==> src/bscce_pkg.sv <==
// shared constants and types for the bit-skip/clear/call/watchdog-clear executor
package bscce_pkg;
  localparam int unsigned FADDR_W = 7;
  localparam int unsigned PC_W = 13;
  localparam int unsigned STK_DEPTH = 8;
  localparam int unsigned STK_PTR_W = 3;
  localparam int unsigned PRE_W = 16;
  localparam int unsigned POST_W = 8;
  localparam int unsigned OPC_W = 14;
  // opcode fields
  localparam int unsigned BIT_LSB = 7;
  localparam int unsigned CALL_K_W = 11;
  localparam int unsigned LATCH_HI = 4;
  localparam int unsigned LATCH_LO = 3;
  // opcode patterns
  localparam logic [3:0] OP_BIT_TEST_SKIP_IF_CLEAR_HI = 4'h6;
  localparam logic [3:0] OP_BIT_TEST_SKIP_IF_SET_HI = 4'h7;
  localparam logic [6:0] OP_CLEAR_FILE_REGISTER_OP_HI = 7'h03;
  localparam logic [6:0] OP_CLEAR_ACCUMULATOR_OP_HI = 7'h02;
  localparam logic [2:0] OP_CALL_HI = 3'h4;
  localparam logic [13:0] OP_WDCLR = 14'h0064;
  localparam logic [7:0] CLEAR_VAL = 8'h00;
  localparam logic [PC_W-1:0] PC_RESET = 13'h0000;
  localparam logic [PC_W-1:0] PC_ONE = 13'h0001;
  typedef enum logic [2:0] {
    BSCCE_NONE,
    BSCCE_SKIP_CLR,
    BSCCE_SKIP_SET,
    BSCCE_CLEAR_FILE_REGISTER_OP,
    BSCCE_CLEAR_ACCUMULATOR_OP,
    BSCCE_CALL,
    BSCCE_WDCLR
  } bscce_op_t;
endpackage : bscce_pkg

==> src/bscce_core.sv <==
// instruction executor for bit tests, clears, call and watchdog clear
`timescale 1ns/10ps
`default_nettype none
module bscce_core
  import bscce_pkg::*;
(
  input wire logic i_ref_clk,
  input wire logic i_rst_n,
  input wire logic i_cyc_en,
  input wire logic [OPC_W-1:0] i_instr,
  input wire logic i_instr_valid,
  input wire logic [7:0] i_file_rdata,
  input wire logic [4:0] i_pc_upper_latch,
  input wire logic i_osc_fail,
  input wire logic i_sleep_exit,
  input wire logic i_crystal_mode,
  input wire logic i_startup_done,
  input wire logic i_wdt_tick,
  input wire logic i_prescaler_assignment,
  output logic [FADDR_W-1:0] o_file_addr,
  output logic o_file_we,
  output logic [7:0] o_file_wdata,
  output logic [7:0] o_accum,
  output logic o_zero_flag,
  output logic o_timeout_flag,
  output logic o_power_down_flag,
  output logic [PC_W-1:0] o_pc,
  output logic [PC_W-1:0] o_stack_top,
  output logic [STK_PTR_W-1:0] o_stack_ptr,
  output logic o_flush,
  output logic [PRE_W-1:0] o_prescaler,
  output logic [POST_W-1:0] o_postscaler,
  output logic o_wdt_hold
);
  typedef struct packed {
    logic [FADDR_W-1:0] faddr;
    logic fwe;
    logic [7:0] accum;
    logic zero;
    logic timeout;
    logic pdown;
    logic [PC_W-1:0] pc;
    logic [STK_DEPTH-1:0][PC_W-1:0] stk;
    logic [STK_PTR_W-1:0] sp;
    logic flush;
    logic [PRE_W-1:0] pre;
    logic [POST_W-1:0] post;
    logic hold;
  } bscce_state_t;

  bscce_state_t st_ff;
  bscce_state_t nxt_st;
  bscce_op_t op;
  logic [2:0] bit_sel;
  logic tested_bit;
  logic scaler_clr;

  always_comb
  begin
    op = BSCCE_NONE;
    if (i_instr[13:10] == OP_BIT_TEST_SKIP_IF_CLEAR_HI)
    begin
      op = BSCCE_SKIP_CLR;
    end
    else if (i_instr[13:10] == OP_BIT_TEST_SKIP_IF_SET_HI)
    begin
      op = BSCCE_SKIP_SET;
    end
    else if (i_instr[13:7] == OP_CLEAR_FILE_REGISTER_OP_HI)
    begin
      op = BSCCE_CLEAR_FILE_REGISTER_OP;
    end
    else if (i_instr[13:7] == OP_CLEAR_ACCUMULATOR_OP_HI)
    begin
      op = BSCCE_CLEAR_ACCUMULATOR_OP;
    end
    else if (i_instr[13:11] == OP_CALL_HI)
    begin
      op = BSCCE_CALL;
    end
    else if (i_instr == OP_WDCLR)
    begin
      op = BSCCE_WDCLR;
    end
  end

  // address and bit index are taken whole, so any of 128 registers and 8 bits work
  assign bit_sel = i_instr[BIT_LSB+2:BIT_LSB];
  assign tested_bit = i_file_rdata[bit_sel];

  always_comb
  begin
    nxt_st = st_ff;
    nxt_st.fwe = 1'b0;
    scaler_clr = 1'b0;
    if (i_cyc_en)
    begin
      nxt_st.flush = 1'b0;
      nxt_st.faddr = i_instr[FADDR_W-1:0];
      // a flushed slot executes as a no-op: counter advances, nothing else
      if (st_ff.flush || !i_instr_valid)
      begin
        nxt_st.pc = st_ff.pc + (st_ff.flush ? PC_ONE : PC_RESET);
      end
      else
      begin
        nxt_st.pc = st_ff.pc + PC_ONE;
        case (op)
          BSCCE_SKIP_CLR:
          begin
            nxt_st.flush = !tested_bit;
          end
          BSCCE_SKIP_SET:
          begin
            nxt_st.flush = tested_bit;
          end
          BSCCE_CLEAR_FILE_REGISTER_OP:
          begin
            nxt_st.fwe = 1'b1;
            nxt_st.zero = 1'b1;
          end
          BSCCE_CLEAR_ACCUMULATOR_OP:
          begin
            nxt_st.accum = CLEAR_VAL;
            nxt_st.zero = 1'b1;
          end
          BSCCE_CALL:
          begin
            // the stack wraps after eight pushes; the oldest return address is lost
            nxt_st.stk[st_ff.sp] = st_ff.pc + PC_ONE;
            nxt_st.sp = st_ff.sp + 3'h1;
            nxt_st.pc = {i_pc_upper_latch[LATCH_HI:LATCH_LO],
                         i_instr[CALL_K_W-1:0]};
            nxt_st.flush = 1'b1;
          end
          BSCCE_WDCLR:
          begin
            scaler_clr = 1'b1;
            nxt_st.timeout = 1'b1;
            nxt_st.pdown = 1'b1;
          end
          default:
          begin
            nxt_st.flush = 1'b0;
          end
        endcase
      end
    end
    // crystal wake-up: the start-up count borrows the watchdog counter
    if (i_sleep_exit && i_crystal_mode)
    begin
      nxt_st.hold = 1'b1;
    end
    else if (st_ff.hold && i_startup_done)
    begin
      nxt_st.hold = 1'b0;
      scaler_clr = 1'b1;
    end
    if (i_osc_fail)
    begin
      scaler_clr = 1'b1;
    end
    // hold keeps the prescaler at zero, and the postscaler too when i_prescaler_assignment is set, so the start-up count owns the ripple chain
    if (scaler_clr || nxt_st.hold)
    begin
      nxt_st.pre = '0;
      nxt_st.post = i_prescaler_assignment ? '0 : st_ff.post;
    end
    else if (i_wdt_tick)
    begin
      nxt_st.pre = st_ff.pre + 16'h0001;
      if (st_ff.pre == '1)
      begin
        nxt_st.post = st_ff.post + 8'h01;
      end
    end
  end

  always_ff @(posedge i_ref_clk or negedge i_rst_n)
  begin
    if (!i_rst_n)
    begin
      st_ff <= '0;
    end
    else
    begin
      st_ff <= nxt_st;
    end
  end

  assign o_file_addr = st_ff.faddr;
  assign o_file_we = st_ff.fwe;
  assign o_file_wdata = CLEAR_VAL;
  assign o_accum = st_ff.accum;
  assign o_zero_flag = st_ff.zero;
  assign o_timeout_flag = st_ff.timeout;
  assign o_power_down_flag = st_ff.pdown;
  assign o_pc = st_ff.pc;
  // top of stack is the array flop picked by the pointer minus one, no copy is kept
  assign o_stack_top = st_ff.stk[st_ff.sp - 3'h1];
  assign o_stack_ptr = st_ff.sp;
  assign o_flush = st_ff.flush;
  assign o_prescaler = st_ff.pre;
  assign o_postscaler = st_ff.post;
  assign o_wdt_hold = st_ff.hold;
endmodule : bscce_core
`default_nettype wire

==> config.mk <==
export PLATFORM = sky130hd
export DESIGN_NAME = bscce_core
export DESIGN_NICKNAME = d
export VERILOG_FILES = /design/src/bscce_pkg.sv /design/src/bscce_core.sv
export SDC_FILE = /design/constraint.sdc
export NUM_CORES = 1
export LEC_CHECK = 0
export BUFFER_PORTS_ARGS = -buffer_cell sky130_fd_sc_hd__buf_4
export CORE_MARGIN = 10
export CORE_UTILIZATION = 55
export CTS_BUF_LIST = sky130_fd_sc_hd__clkbuf_16
export CTS_CLUSTER_DIAMETER = 40
export DETAILED_ROUTE_END_ITERATION = 7
export PLACE_DENSITY = 0.78
export SLEW_MARGIN = 20
export SYNTH_ARGS = -nofsm -noshare
export SYNTH_HDL_FRONTEND = slang
export SYNTH_SLANG_ARGS = --single-unit
==> constraint.sdc <==
create_clock -name i_ref_clk -period 5.6 [get_ports i_ref_clk]
set_input_delay 0.28 -clock i_ref_clk [delete_from_list [all_inputs] [get_ports i_ref_clk]]
set_output_delay 0.28 -clock i_ref_clk [all_outputs]
set_load 0.02 [all_outputs]
Word-level counts from Yosys, hierarchy flattened
Index checks and enable logic that the tools add are counted.
- input bits: 37
- output and inout port bits: 82
- word-level logic and storage cells: 92
- register bits: 156
- bitwise operators: 1
- mux-type cells: 35
- add/subtract/negate cells: 6
- equal/unequal tests: 14
- reductions and logical operators: 14
- order comparisons: 4
- operator list (operator ; count):
    two-way mux 133 bit ; 1
    two-way mux 120 bit ; 1
    two-way mux 108 bit ; 1
    bitwise mux 104 bit ; 1
    two-way mux 24 bit ; 2
    binary-select mux 13 bit (select 3 bit) ; 1
    demux 13 bit (select 3 bit) ; 1
    two-way mux 13 bit ; 3
    two-way mux 3 bit ; 6
    adder 16 x 1 -> 16 bit (second input constant) ; 1
    equality test 16 bit (second input constant) ; 1
    two-way mux 8 bit ; 2
    equality test 14 x 7 -> 1 bit (second input constant) ; 1
    equality test 7 x 2 -> 1 bit (second input constant) ; 2
    adder 13 x 1 -> 13 bit ; 1
    adder 13 x 1 -> 13 bit (second input constant) ; 1
    equality test 3 bit (second input constant) ; 4
    less-than comparator 3 x 4 -> 1 bit (second input constant) ; 3
    two-way mux 1 bit ; 12
    two-way mux 12 bit ; 1
    AND reduction 3 bit ; 4
    adder 8 x 1 -> 8 bit (second input constant) ; 1
    equality test 4 x 3 -> 1 bit (second input constant) ; 2
    equality test 3 x 2 -> 1 bit (second input constant) ; 2
    14 further kinds ; 19

Longest topological paths before layout
- depth after elaboration: 17
- depth in mapped cells: 9
- mapped depth without buffers: 7

Worst setup path before layout
OpenSTA, ideal clock, no wires.
- path type: flip-flop to output port
- start: reg st_ff, in the netlist o_stack_ptr[0]
- end: out o_stack_top[0]
- stages on the path, launching flop included: 8
- data required time: 5.320 ns
- arrival: 2.327 ns
- path buffers: 3
- slack: 2.993 ns
- cells stage by stage: dfrtp_1 clkbuf_1 inv_1 ha_1 buf_1 clkbuf_1 mux4_2 mux2_2
- longest elaborated chain between the ends: 3
- RTL lines (element ; RTL line ; RTL):
    start: declaration ; bscce_core.sv:51 ; bscce_state_t st_ff;
    start signal: assignment ; bscce_core.sv:187 ; st_ff <= nxt_st;
    subtractor 3 x 1 -> 3 bit ; bscce_core.sv:200 ; assign o_stack_top = st_ff.stk[st_ff.sp - 3'h1];
    binary-select mux 13 bit (select 3 bit) ; bscce_core.sv:200 ;
    two-way mux 13 bit (not written as such) ; bscce_core.sv:200 ;
    end: declaration ; bscce_core.sv:28 ; output logic [PC_W-1:0] o_stack_top,
Every way passes these cells. The select of a mux whose other input is x is not followed.

Worst setup path in the final report
Ends and elaborated chain as after synthesis.

==> flow_summary.toml <==
[pwr]
power_density_mw_per_mm2 = 355.0
total_power_mw = 3.256
power_leakage_nw = 4.156
max-vdd-ir-drop_v = 0.0002522

[worst_hold_path]
hp-start = "i_startup_done"
hold_path.class = "in2reg"

[critical_path]
start_kind = "flop"
setup.worst_path.class = "reg2out"
worstPathMaxFanout = 34
crit_chain = "buf_4, inv_1, ha_1, buf_4, mux4_2, mux2_2, buf_4"
cp-end-kind = "primary output"
crit_path_max_incr_delay_ns = 0.80
crit_start = "o_stack_ptr[0]"
cp_common_cell = "buf_4"
r2r_start = "o_flush"
cp_data_required_time_ns = 5.32
slowest_stage = "ha_1"
worstPathArrival_ns = 3.57

[grt]
grt_start_max_net_pins = 95
track_usage = 0.1934
grt-ovfl-total = 0
grt_pass1_vias = 5935
grt_pass1_wl_mm = 31.35
antenna_found_initial = 0

[floorplanning]
die_area_mm2 = 0.02014
start_util = 0.5625
core-area_mm2 = 0.01453
die-height_um = 141.9
ioPinCount = 119
die_w_um = 141.9
rows = 44

[finish]
syn_to_final_growth_pct = 12.17
layout-drive-gt1-share = 0.2384
fin_nets = 874
diodes = 0

[status]
outcome = "finished clean"

[job]
drv_cap = 0

[yosys]
ys_warn_count = 0
async_flop_share = 1.000
ys_types = 50
syn_area_mm2 = 0.008175
synth_edf_count = 0
synth_common_cells = "156 x dfrtp_1, 115 x nand2_1, 94 x o21ai_1"
synth_area_leaders = "dfrtp_1 48%, mux4_2 7.7%, buf_4 6.0%"
synth_top_area_frac = 0.4775
yosysMostFrequentCell = "dfrtp_1"
syn_area_per_cell_um2 = 10.26
ys_seq_elements = 156
synth_top_area_cell = "dfrtp_1"
ys_seq_area_frac = 0.4775
netlist_instances = 797
ys.flop_type = "dfrtp_1"

[drt]
finalWirelength_mm = 19.19
route.detailed.drc = 0
wl_per_cell_um = 18.69
drt_iter0_markers = 392
ant_nets = 0
viasPerCell = 5.847
dr.pass1.iters = 5
via_count = 6005

[placed_design]
dp_hpwl_mm = 12.82
gp_congestion = 0.8549
numPortBuffers = 99

[timing]
period_minus_slack_ns = 3.854
slew_viol_final = 0
skew_ns = 0.01013
relSlewSlack = 0.3385
tightest_slew_ns = 0.9851
setup-violations-final = 0
fmax_ghz = 0.2594
rsz0062_at_grt = "no"
tns_ns = 0
timing_hold_violations_final = 0
fin_crit_sh = 0.6883

[clock_tree]
cts.sinks = 156
cts_hold_buf = 1
cts_buffer_depth = 2
cts_tree = "yes"
cts.repair.resized = 0
root_buffer = "clkbuf_16"
cts_buffers = 17
clk_pin_slew_ns = 0.06
postCtsSetupBuffers = 0
cts_htree_levels = 4
clock_latency_ns = 0.43
-- layout make-up --
| class | instances | area, um2 |
|---|---|---|
| Clock inverter | 15 | 146.4 |
| Multi-Input combinational cell | 539 | 3623 |
| Timing Repair Buffer | 106 | 802.0 |
| Tap cell | 184 | 230.2 |
| Inverter | 10 | 37.54 |
| Fill cell | 1211 | 5364 |
| Sequential cell | 156 | 3905 |
| Clock buffer | 17 | 425.4 |
-- worst max-delay path, delay by kind of cell (launching register included) --
kind,cells,cell delay (ns)
adders and majority gates,1,0.80
buffers and inverters,4,1.37
DFF,1,0.34
muxes,2,0.63
-- layer usage --
metal  vias up  global-route usage  wire length [um]
met5         -                   0                 0
met4         0             0.07101               321
met3        27             0.04840              1173
met2       177              0.3041              9322
met1      2996              0.2542              8376
li1       2805                   -                 -
-- where the power goes --
part	total, mW	switching (mW)	internal (mW)
Sequential	1.31	0.107	1.20
Combinational	0.816	0.536	0.280
Clock	1.13	0.478	0.653
Total	3.26	1.12	2.13
-- worst paths after layout --
| kind | to | slack [ns] | cells past startpoint |
|---|---|---|---|
| hold reg to reg | flop | 0.48 | 2 |
| setup / recovery | o_stack_top[0] | 1.75 | 7 |
| min in group asynchronous | asynchronous set/reset pin | 0.52 | 2 |
| hold / removal | o_wdt_hold | 0.05 | 2 |
| max in group asynchronous | asynchronous set/reset pin | 3.73 | 3 |
| setup reg to reg | flop | 2.82 | 7 |
-- per-stage QoR --
| stage | hold WS [ns] | setup slack [ns] | cell area [um2] | std cells | utilization |
|---|---|---|---|---|---|
| floorplan | -0.01559 | 2.993 | 8232 | 812 | - |
| global placement | 0.4400 | 2.141 | 8588 | 994 | 0.5909 |
| detailed placement | 0.4363 | 2.143 | 8588 | 994 | 0.5909 |
| CTS | 0.04351 | 1.682 | 9170 | 1027 | 0.6309 |
| global route | 0.04295 | 1.536 | 9170 | 1027 | 0.6309 |
| finish | 0.05240 | 1.746 | 9170 | 1027 | 0.6309 |
-- layout by cell type, fill, tap and decap left out, types with 3 or more instances in the layout --
cell        instances
and2_1              8
nand4_2             3
clkinv_1            4
nor2b_1             3
o21ai_1            94
mux2_2             22
clkinvlp_4          3
a21oi_1            38
nor2_1             60
mux4_2             28
and3_1              7
clkbuf_16          17
dfrtp_1           155
conb_1             16
o22ai_1             3
nand2b_1            3
nand4_4             5
nor3_1              4
or3_1               4
clkinv_4            3
xor2_1             16
a31oi_1             3
inv_1              10
nand4_1            13
nand3_1            14
and4_1              7
ha_1                7
nand2_1           115
nor4_1              7
o21ai_0            12
mux2_1              9
xnor2_1            15
buf_4             104
-- logic make-up after synthesis --
logic type	synth area share
flip-flops	0.4775
buffers and inverters	0.08617
AO/OA/AOI/OAI	0.1110
adder cells (fa/ha/maj)	0.01071
XOR/XNOR	0.03321
other	0.0004587
AND/OR/NAND/NOR	0.1587
multiplexers	0.1223
Power figures use the tool's default switching activity.
